===== src/inc/lcs_pkg.sv =====
package lcs_pkg;
  // Timebase
  localparam int CLK_HZ = 200_000_000;
  localparam int SEC_CYC = CLK_HZ;
  localparam int STEP_US = 400;
  localparam int STEP_CYC = CLK_HZ / 1_000_000 * STEP_US;
  localparam logic [15:0] DET_SEC = 16'h0002;
  localparam logic [15:0] OS_SEC = 16'h0001;
  // Cell thresholds and limits
  localparam logic [15:0] PRE_LO = 16'h39E6;
  localparam logic [15:0] PRE_HI = 16'h3AEA;
  localparam logic [4:0] VT_MAX = 5'h1F;
  localparam logic [4:0] DAC_MIN = 5'h01;
  localparam logic [4:0] PRE_DIV = 5'h0A;
  // Register offsets
  localparam logic [7:0] ADR_CTRL = 8'h00;
  localparam logic [7:0] ADR_TGT = 8'h04;
  localparam logic [7:0] ADR_CVT = 8'h08;
  localparam logic [7:0] ADR_CHT = 8'h0C;
  localparam logic [7:0] ADR_BST = 8'h10;
  localparam logic [7:0] ADR_CX = 8'h14;
  localparam logic [7:0] ADR_STAT = 8'h18;
  localparam logic [7:0] ADR_ALRT = 8'h1C;
  // Field positions
  localparam int CTRL_SUSP = 0;
  localparam int CTRL_LFP = 1;
  localparam int CTRL_CX = 2;
  localparam int CTRL_AEN = 3;
  localparam int TGT_I = 0;
  localparam int TGT_V = 8;
  localparam int TGT_D = 16;
  // Reset values
  localparam logic [31:0] CTRL_RST = 32'h0000_0000;
  localparam logic [31:0] TGT_RST = 32'h0000_1F1F;
  localparam logic [31:0] CVT_RST = 32'h0000_0E10;
  localparam logic [31:0] CHT_RST = 32'h0000_FD20;
  localparam logic [31:0] BST_RST = 32'h0000_0384;
  localparam logic [31:0] CX_RST = 32'h0000_0000;
  typedef enum logic [3:0] {
    ST_SUSP = 4'b0000,
    ST_DET = 4'b0001,
    ST_OS = 4'b0010,
    ST_BFLT = 4'b0011,
    ST_SS = 4'b0100,
    ST_PRE = 4'b0101,
    ST_BOOST = 4'b0110,
    ST_MAIN = 4'b0111,
    ST_DONE = 4'b1000,
    ST_TFLT = 4'b1001
  } lcs_state_t;
endpackage


===== src/logic/lcs_sequencer.sv =====
`timescale 1ns/100ps
module lcs_sequencer
  import lcs_pkg::*;
#(
  parameter int SEC_CYC_P = SEC_CYC,
  parameter int STEP_CYC_P = STEP_CYC
) (
  // Clock and reset
  input wire logic clk,
  input wire logic nrst,
  // Wishbone slave
  input wire logic wb_cyc_i,
  input wire logic wb_stb_i,
  input wire logic wb_we_i,
  input wire logic [7:0] wb_adr_i,
  input wire logic [3:0] wb_sel_i,
  input wire logic [31:0] wb_dat_i,
  output logic [31:0] wb_dat_o,
  output logic wb_ack_o,
  // Analogue comparators and measurements
  input wire logic vin_near_bat,
  input wire logic sys_fault,
  input wire logic bat_stable,
  input wire logic bat_in_range,
  input wire logic thermistor_input_open,
  input wire logic sense_above_low,
  input wire logic battery_sense_pin_ok,
  input wire logic vbat_at_target,
  input wire logic vbat_below_low_frac,
  input wire logic input_limit_hit,
  input wire logic input_sag_feedback_pin_hit,
  input wire logic [15:0] filtered_cell_voltage_code,
  input wire logic [15:0] battery_current_reading,
  // Charger controls
  output logic charger_en,
  output logic load_draw_en,
  output logic min_current_en,
  output logic peak_current_mode,
  output logic [4:0] icharge_dac,
  output logic [4:0] vtarget_code,
  // Status
  output logic precharge_flag,
  output logic main_phase_flag,
  output logic boost_flag,
  output logic cv_flag,
  output logic iin_limit_active,
  output logic uvcl_active,
  output logic detect_alert
);

  localparam int NIN = 43;

  function automatic logic [31:0] merge(input logic [31:0] old,
                                        input logic [31:0] nw,
                                        input logic [3:0] sel);
    logic [31:0] r;
    r = old;
    for (int i = 0; i < 4; i++) begin
      if (sel[i]) begin
        r[i*8 +: 8] = nw[i*8 +: 8];
      end
    end
    return r;
  endfunction

  logic [1:0] rst_sync;
  logic rst_n;
  logic [NIN-1:0] in_s1;
  logic [NIN-1:0] in_s2;
  lcs_state_t state;
  lcs_state_t next_state;
  logic [31:0] r_ctrl;
  logic [31:0] r_tgt;
  logic [31:0] r_cvt;
  logic [31:0] r_cht;
  logic [31:0] r_bst;
  logic [31:0] r_cx;
  logic det_fault;
  logic [31:0] sec_cnt;
  logic [31:0] ph_cnt;
  logic [31:0] step_cnt;
  logic [15:0] ph_sec;
  logic [15:0] cv_sec;
  logic [15:0] chg_sec;
  logic cv_run;
  logic unstable;
  logic peak;
  logic [4:0] dac;

  // Reset release
  always_ff @(posedge clk or negedge nrst) begin
    if (!nrst) begin
      rst_sync <= 2'b00;
    end else begin
      rst_sync <= {rst_sync[0], 1'b1};
    end
  end
  assign rst_n = rst_sync[1];

  // Input synchroniser
  always_ff @(posedge clk or negedge rst_n) begin
    if (!rst_n) begin
      in_s1 <= '0;
      in_s2 <= '0;
    end else begin
      in_s1 <= {vin_near_bat, sys_fault, bat_stable, bat_in_range,
                thermistor_input_open, sense_above_low, battery_sense_pin_ok,
                vbat_at_target, vbat_below_low_frac, input_limit_hit,
                input_sag_feedback_pin_hit, filtered_cell_voltage_code,
                battery_current_reading};
      in_s2 <= in_s1;
    end
  end

  wire i_vnear = in_s2[42];
  wire i_sysf = in_s2[41];
  wire i_stable = in_s2[40];
  wire i_range = in_s2[39];
  wire i_ntc = in_s2[38];
  wire i_slow = in_s2[37];
  wire i_sok = in_s2[36];
  wire i_attgt = in_s2[35];
  wire i_low = in_s2[34];
  wire i_ilim = in_s2[33];
  wire i_sag = in_s2[32];
  wire [15:0] i_code = in_s2[31:16];
  wire [15:0] i_battery_current_reading = in_s2[15:0];

  // Register fields
  wire suspend = r_ctrl[CTRL_SUSP];
  wire lfp = r_ctrl[CTRL_LFP];
  wire cx_en = r_ctrl[CTRL_CX];
  wire alert_en = r_ctrl[CTRL_AEN];
  wire [4:0] tgt_i = r_tgt[TGT_I +: 5];
  wire [4:0] tgt_v = r_tgt[TGT_V +: 5];
  wire [4:0] tgt_d = r_tgt[TGT_D +: 5];
  wire [15:0] cvt_lim = r_cvt[15:0];
  wire [15:0] cht_lim = r_cht[15:0];
  wire [15:0] bst_lim = r_bst[15:0];
  wire [15:0] cx_lim = r_cx[15:0];

  // Events and decoded conditions
  wire stop_evt = i_vnear | suspend | i_sysf;
  wire ilow = i_battery_current_reading < cx_lim;
  wire pre_need = !lfp && (i_code < PRE_LO) && i_sok;
  wire pre_done = i_code > PRE_HI;
  wire boost_need = lfp && (tgt_d != 5'h00);
  wire [5:0] v_sum = {1'b0, tgt_v} + {1'b0, tgt_d};
  wire [4:0] v_boost = v_sum > {1'b0, VT_MAX} ? VT_MAX : v_sum[4:0];
  wire [4:0] pre_i = tgt_i / PRE_DIV;
  wire [4:0] ss_goal = pre_need ? pre_i : tgt_i;
  wire chg_st = (state == ST_SS) || (state == ST_PRE) ||
                (state == ST_BOOST) || (state == ST_MAIN);
  wire chg_on = chg_st || state == ST_OS;
  wire st_chg = state != next_state;
  wire sec_tick = sec_cnt == 32'(SEC_CYC_P - 1);
  wire ph_tick = ph_cnt == 32'(SEC_CYC_P - 1);
  wire step_tick = step_cnt == 32'(STEP_CYC_P - 1);
  wire cv_end = (cvt_lim != 16'h0000 || !lfp) && cv_sec >= cvt_lim;
  wire cx_end = cx_en && i_attgt && ilow;
  wire bst_end = ph_sec >= bst_lim || (i_attgt && ilow);
  wire over = chg_sec > cht_lim;
  wire limiting = i_ilim | i_sag;

  // Wishbone decode
  wire wb_req = wb_cyc_i & wb_stb_i & !wb_ack_o;
  wire wb_wr = wb_req & wb_we_i;
  wire wr_ctrl = wb_wr && wb_adr_i == ADR_CTRL;
  wire wr_tgt = wb_wr && wb_adr_i == ADR_TGT;
  wire wr_cvt = wb_wr && wb_adr_i == ADR_CVT;
  wire wr_cht = wb_wr && wb_adr_i == ADR_CHT;
  wire wr_bst = wb_wr && wb_adr_i == ADR_BST;
  wire wr_cx = wb_wr && wb_adr_i == ADR_CX;
  wire clr_alrt = wb_wr && wb_adr_i == ADR_ALRT && wb_sel_i[0] && wb_dat_i[0];
  wire [31:0] stat_word = {18'h0, det_fault, peak, uvcl_active,
                           iin_limit_active, cv_flag, boost_flag,
                           main_phase_flag, precharge_flag, 2'b00, state};
  wire [31:0] rd_data =
    wb_adr_i == ADR_CTRL ? r_ctrl :
    wb_adr_i == ADR_TGT ? r_tgt :
    wb_adr_i == ADR_CVT ? r_cvt :
    wb_adr_i == ADR_CHT ? r_cht :
    wb_adr_i == ADR_BST ? r_bst :
    wb_adr_i == ADR_CX ? r_cx :
    wb_adr_i == ADR_STAT ? stat_word :
    wb_adr_i == ADR_ALRT ? {31'h0, det_fault} : 32'h0000_0000;

  // Bus answer
  always_ff @(posedge clk or negedge rst_n) begin
    if (!rst_n) begin
      wb_ack_o <= 1'b0;
      wb_dat_o <= 32'h0000_0000;
    end else begin
      wb_ack_o <= wb_req;
      wb_dat_o <= wb_req ? rd_data : 32'h0000_0000;
    end
  end

  // Software registers
  always_ff @(posedge clk or negedge rst_n) begin
    if (!rst_n) begin
      r_ctrl <= CTRL_RST;
      r_tgt <= TGT_RST;
      r_cvt <= CVT_RST;
      r_cht <= CHT_RST;
      r_bst <= BST_RST;
      r_cx <= CX_RST;
    end else begin
      if (wr_ctrl) begin
        r_ctrl <= merge(r_ctrl, wb_dat_i, wb_sel_i) & 32'h0000_000F;
      end
      if (wr_tgt) begin
        r_tgt <= merge(r_tgt, wb_dat_i, wb_sel_i) & 32'h001F_1F1F;
      end
      if (wr_cvt) begin
        r_cvt <= merge(r_cvt, wb_dat_i, wb_sel_i) & 32'h0000_FFFF;
      end
      if (wr_cht) begin
        r_cht <= merge(r_cht, wb_dat_i, wb_sel_i) & 32'h0000_FFFF;
      end
      if (wr_bst) begin
        r_bst <= merge(r_bst, wb_dat_i, wb_sel_i) & 32'h0000_FFFF;
      end
      if (wr_cx) begin
        r_cx <= merge(r_cx, wb_dat_i, wb_sel_i) & 32'h0000_FFFF;
      end
    end
  end

  // Sequencer next state
  always_comb begin
    next_state = state;
    case (state)
      ST_SUSP: begin
        if (!stop_evt) begin
          next_state = ST_DET;
        end
      end
      ST_DET: begin
        if (i_ntc) begin
          next_state = ST_BFLT;
        end else if (ph_sec >= DET_SEC) begin
          next_state = (unstable || !i_stable) ? ST_OS : ST_SS;
        end
      end
      ST_OS: begin
        if (ph_sec >= OS_SEC) begin
          next_state = i_range ? ST_SS : ST_BFLT;
        end
      end
      ST_BFLT: begin
        next_state = ST_BFLT;
      end
      ST_SS: begin
        if (dac == ss_goal) begin
          next_state = pre_need ? ST_PRE : boost_need ? ST_BOOST : ST_MAIN;
        end
      end
      ST_PRE: begin
        if (pre_done) begin
          next_state = ST_MAIN;
        end
      end
      ST_BOOST: begin
        if (bst_end) begin
          next_state = ST_MAIN;
        end
      end
      ST_MAIN: begin
        if (cv_end || cx_end) begin
          next_state = ST_DONE;
        end
      end
      ST_DONE: begin
        next_state = ST_DONE;
      end
      ST_TFLT: begin
        if (i_low) begin
          next_state = ST_DET;
        end
      end
      default: begin
        next_state = ST_SUSP;
      end
    endcase
    if (chg_st && over) begin
      next_state = ST_TFLT;
    end
    if (stop_evt) begin
      next_state = ST_SUSP;
    end
  end

  always_ff @(posedge clk or negedge rst_n) begin
    if (!rst_n) begin
      state <= ST_SUSP;
    end else begin
      state <= next_state;
    end
  end

  // Timebase prescalers
  always_ff @(posedge clk or negedge rst_n) begin
    if (!rst_n) begin
      sec_cnt <= 32'h0000_0000;
      ph_cnt <= 32'h0000_0000;
      step_cnt <= 32'h0000_0000;
    end else begin
      sec_cnt <= sec_tick ? 32'h0000_0000 : sec_cnt + 32'h0000_0001;
      ph_cnt <= (st_chg || ph_tick) ? 32'h0000_0000 : ph_cnt + 32'h0000_0001;
      step_cnt <= step_tick ? 32'h0000_0000 : step_cnt + 32'h0000_0001;
    end
  end

  // Phase, hold and charge timers
  always_ff @(posedge clk or negedge rst_n) begin
    if (!rst_n) begin
      ph_sec <= 16'h0000;
      cv_sec <= 16'h0000;
      chg_sec <= 16'h0000;
      cv_run <= 1'b0;
      unstable <= 1'b0;
    end else begin
      if (st_chg) begin
        ph_sec <= 16'h0000;
      end else if (ph_tick && ph_sec != 16'hFFFF) begin
        ph_sec <= ph_sec + 16'h0001;
      end
      if (state != ST_MAIN) begin
        cv_run <= 1'b0;
        cv_sec <= 16'h0000;
      end else begin
        cv_run <= cv_run | i_attgt;
        if (cv_run && sec_tick && cv_sec != 16'hFFFF) begin
          cv_sec <= cv_sec + 16'h0001;
        end
      end
      if (next_state == ST_DET || next_state == ST_DONE) begin
        chg_sec <= 16'h0000;
      end else if (chg_st && sec_tick && chg_sec != 16'hFFFF) begin
        chg_sec <= chg_sec + 16'h0001;
      end
      if (state != ST_DET) begin
        unstable <= 1'b0;
      end else if (!i_stable) begin
        unstable <= 1'b1;
      end
    end
  end

  // Current setpoint ramp and input limit backoff
  always_ff @(posedge clk or negedge rst_n) begin
    if (!rst_n) begin
      dac <= 5'h00;
    end else if (!chg_st) begin
      dac <= 5'h00;
    end else if (step_tick) begin
      if (limiting && dac > DAC_MIN) begin
        dac <= dac - 5'h01;
      end else if (!limiting && dac < ss_goal_now(state)) begin
        dac <= dac + 5'h01;
      end else if (dac > ss_goal_now(state)) begin
        dac <= ss_goal_now(state);
      end
    end
  end

  function automatic logic [4:0] ss_goal_now(input lcs_state_t s);
    logic [4:0] g;
    g = tgt_i;
    if (s == ST_SS) begin
      g = ss_goal;
    end else if (s == ST_PRE) begin
      g = pre_i;
    end
    return g;
  endfunction

  // Peak current hysteresis
  always_ff @(posedge clk or negedge rst_n) begin
    if (!rst_n) begin
      peak <= 1'b0;
    end else if (!i_slow) begin
      peak <= 1'b1;
    end else if (i_sok) begin
      peak <= 1'b0;
    end
  end

  // Detection fault alert, set wins over clear
  always_ff @(posedge clk or negedge rst_n) begin
    if (!rst_n) begin
      det_fault <= 1'b0;
    end else if (next_state == ST_BFLT && state != ST_BFLT) begin
      det_fault <= 1'b1;
    end else if (clr_alrt) begin
      det_fault <= 1'b0;
    end
  end

  // Registered outputs
  always_ff @(posedge clk or negedge rst_n) begin
    if (!rst_n) begin
      charger_en <= 1'b0;
      load_draw_en <= 1'b0;
      min_current_en <= 1'b0;
      peak_current_mode <= 1'b0;
      icharge_dac <= 5'h00;
      vtarget_code <= 5'h00;
      precharge_flag <= 1'b0;
      main_phase_flag <= 1'b0;
      boost_flag <= 1'b0;
      cv_flag <= 1'b0;
      iin_limit_active <= 1'b0;
      uvcl_active <= 1'b0;
      detect_alert <= 1'b0;
    end else begin
      charger_en <= chg_on;
      load_draw_en <= state == ST_DET;
      min_current_en <= state == ST_OS;
      peak_current_mode <= peak && chg_on;
      icharge_dac <= state == ST_OS ? DAC_MIN : dac;
      vtarget_code <= state == ST_BOOST ? v_boost : tgt_v;
      precharge_flag <= state == ST_PRE;
      main_phase_flag <= state == ST_MAIN;
      boost_flag <= state == ST_BOOST;
      cv_flag <= (state == ST_BOOST || state == ST_MAIN) && i_attgt;
      iin_limit_active <= chg_on && i_ilim;
      uvcl_active <= chg_on && i_sag;
      detect_alert <= det_fault && alert_en;
    end
  end

endmodule


===== config.mk =====
export PLATFORM = sky130hd
export DESIGN_NAME = lcs_sequencer
export DESIGN_NICKNAME = d
export VERILOG_FILES = /design/src/inc/lcs_pkg.sv /design/src/logic/lcs_sequencer.sv
export SDC_FILE = /design/constraint.sdc
export NUM_CORES = 1
export LEC_CHECK = 0
export BUFFER_PORTS_ARGS = -buffer_cell sky130_fd_sc_hd__clkbuf_2
export CAP_MARGIN = 10
export CORE_ASPECT_RATIO = 0.5
export CORE_MARGIN = 1.5
export CORE_UTILIZATION = 35
export CTS_CLUSTER_DIAMETER = 80
export DETAILED_ROUTE_END_ITERATION = 8
export PLACE_DENSITY_LB_ADDON = 0.2
export SETUP_SLACK_MARGIN = 0.4
export SLEW_MARGIN = 10
export SYNTH_ARGS = -nofsm -noshare
export SYNTH_HDL_FRONTEND = slang
export SYNTH_SLANG_ARGS = --single-unit

===== constraint.sdc =====
create_clock -name clk -period 13.65 [get_ports clk]
set_clock_uncertainty 0.1 [all_clocks]
set_input_delay 2.73 -clock clk [delete_from_list [all_inputs] [get_ports clk]]
set_output_delay 2.73 -clock clk [all_outputs]
set_load 0.005 [all_outputs]

==> flow_metrics.tcl <==
set metrics [dict create \
    status "finished, final reports clean" \
    drv_cap 0 \
    arrival_ns 5.71 \
    dieHeight_um 161.3 \
    num_vias 12530 \
    numPlacedInstances 2415 \
    postCtsHoldBufs 0 \
    slew_headroom_pct 14.80 \
    netlist_area_sq_um 17530 \
    synthTopCellsByCount "345 x dfrtp_1, 179 x nor2_1, 150 x nand2_1, 95 x inv_1, 89 x o21ai_0" \
    total_power_w 0.002346 \
    cts.sinks 371 \
    drc 0 \
    r2r_slack_ns 8.52 \
    setup_viol 0 \
    cts_setup_buffers 0 \
    slew_violations 0 \
    clk_latency_ns 0.55 \
    synth_top_family_by_area "simple AND/OR/NAND/NOR gates" \
    path_clk_slew_ns 0.06 \
    fin_nets 1985 \
    yosysUniqueCellTypes 75 \
    cp_max_fo 16 \
    rows 57 \
    max_freq_mhz 184.0 \
    final_area_sq_um 20140 \
    cellLeakagePower_nw 9.378 \
    drtAntennaViolNets 0 \
    rsz0062_at_grt "false" \
    synth_top_cell_by_area "dfrtp_1" \
    required_ns 13.93 \
    worstSetupStartpoint "wb_adr_i[0]" \
    first_pass_iters 5 \
    peakVddDrop_mv 0.06312 \
    gp_congestion 0.8738 \
    overflow 0 \
    tightest_slew_ns 1.271 \
    synth_area_leaders "dfrtp_1 49%, ha_1 6.2%, dfstp_2 3.9%, nor2_1 3.8%, xor2_1 3.7%" \
    routed_wl_um 43950 \
    tritoncts "done" \
    placed_cell_area_sq_um 18800 \
    track_usage_pct 17.37 \
    synthAdderAreaFrac_pct 6.324 \
    synthToLayoutAreaGrowth_pct 14.86 \
    period_needed_ns 5.435 \
    synth_xor_area_share_pct 7.094 \
    io_pins 146 \
    synthMuxAreaShare_pct 2.541 \
    first_global_vias 12290 \
    wl_per_cell_um 17.71 \
    n_fill_cell 4750 \
    hpwl_um 31840 \
    synth_compound_area_share_pct 9.171 \
    finalSetupTns_ns 0 \
    power_density_nw_per_um2 116.5 \
    portBuffers 122 \
    path_class "primary input to flop" \
    setup_slack_ns 8.215 \
    clock_path_buffers 3 \
    yosysMostFrequentCell "dfrtp_1" \
    crit_path_end_kind "flop" \
    clockRootBuffer "clkbuf_16" \
    grt_pass1_wl_um 70450 \
    ys_async_sr_fraction_pct 100.0 \
    syn-instance-count 1685 \
    hold_viol_final 0 \
    drive_above_1_share_pct 14.57 \
    pre_cts_slack_ns 7.711 \
    grt_max_degree 155 \
    synth_edf_count 0 \
    avgSynthCellArea_sq_um 10.40 \
    synth_top_area_share_pct 49.25 \
    min_path_type "flop to flop" \
    synth_ff_type "dfrtp_1" \
    ys_seq_area_share_pct 53.14 \
    ctsResizeCount 0 \
    post-route-period-util_pct 39.82 \
    yosys_warnings 0 \
    die_w_um 319.5 \
    htree_num_levels 2 \
    floorplan.initialDensity_pct 35.78 \
    drtIter0Drc 929 \
    r2r-start "r_ctrl[1]" \
    fp.dieArea_sq_um 51520 \
    viasPerCell 5.047 \
    ys_seq_elements 371 \
    worst_setup_path_start_kind "primary input" \
    core-area_sq_um 49000 \
    synth-simple-area-share_pct 18.06 \
    hp-start "in_s1[14]" \
    fin_cells 2482 \
    cts_buffers 37 \
    antenna_found_initial 0 \
]
logic make-up after synthesis:
family	count (synthesis)
AND/OR/NAND/NOR	639
flip-flops	371
AO/OA/AOI/OAI	250
buffers and inverters	154
XOR/XNOR	142
adder cells (fa/ha/maj)	88
multiplexers	39
other	2
state kept, by name (all words and copies together), names as in the netlist, 16 cells and up:
register	count
in_s2	43
in_s1	43
r_bst	16
r_cht	16
ph_sec	16
chg_sec	16
cv_sec	16
step_cnt	32
r_cx	16
r_cvt	16
wb_dat_o	21
ph_cnt	32
sec_cnt	32
layout by cell type, fill, tap and decap left out, drive strengths merged, types with 13 or more instances in the layout:
cell and n:
a31oi 13, ha 87, inv 95, nor2b 17, nor3 29, nand4 41, nand3 71, a21oi 45
a22oi 31, xnor2 67, o21ai 91, dfstp 26, nand2 150, dfrtp 345, clkbuf 169, xor2 75
nor4 39, and3 43, nand2b 13, nor2 179, mux2 31
layer usage:
| metal | vias to the layer above | share of wire, % | GRT usage [%] |
|---|---|---|---|
| li1 | 6092 | - | - |
| met1 | 6125 | 48 | 24.81 |
| met2 | 242 | 45 | 27.19 |
| met3 | 67 | 4.8 | 3.034 |
| met4 | 0 | 2.4 | 4.719 |
| met5 | - | 0 | 0 |
power by group:
| part | switching, W | internal [W] |
|---|---|---|
| logic | 0.0000536 | 0.0000250 |
| registers | 0.0000173 | 0.00112 |
| clock network | 0.000448 | 0.000681 |
critical path: stages:
cell and delay [ns]:
clkbuf_2 0.08, or4_1 0.59, nor3_1 0.60, and3_1 0.79, inv_1 0.09, nor2_1 0.67, o21ai_0 0.16
path summary, 6_finish.rpt:
| check | to | cells after the start |
|---|---|---|
| max | r_cht[9] | 7 |
| min | in_s2[14] | 0 |
| max reg2reg | dac[4] | 15 |
| min reg2reg | in_s2[14] | 0 |
| max in group asynchronous | in_s1[31] | 2 |
| min in group asynchronous | in_s1[22] | 0 |
cell type report:
cell class	instances	area (sq um)	share of cell area, %
clock buffers	47	1015	5.039
diodes	1	2.502	0.01243
inverters	95	356.6	1.771
clock inverters	19	314.1	1.560
flip-flops and latches	371	9320	46.29
multi-input cells	1170	7632	37.90
well taps	649	812.0	4.033
repair buffers	130	683.2	3.393
per-stage QoR:
step	utilization, %	hold WS (ns)
2_1_floorplan	-	0.2312
3_3_place_gp	38.38	0.2320
3_5_place_dp	38.38	0.2347
4_1_cts	41.09	0.2492
5_1_grt	41.09	0.2524
6_report	41.10	0.2461
Power figures use the tool's default switching activity.
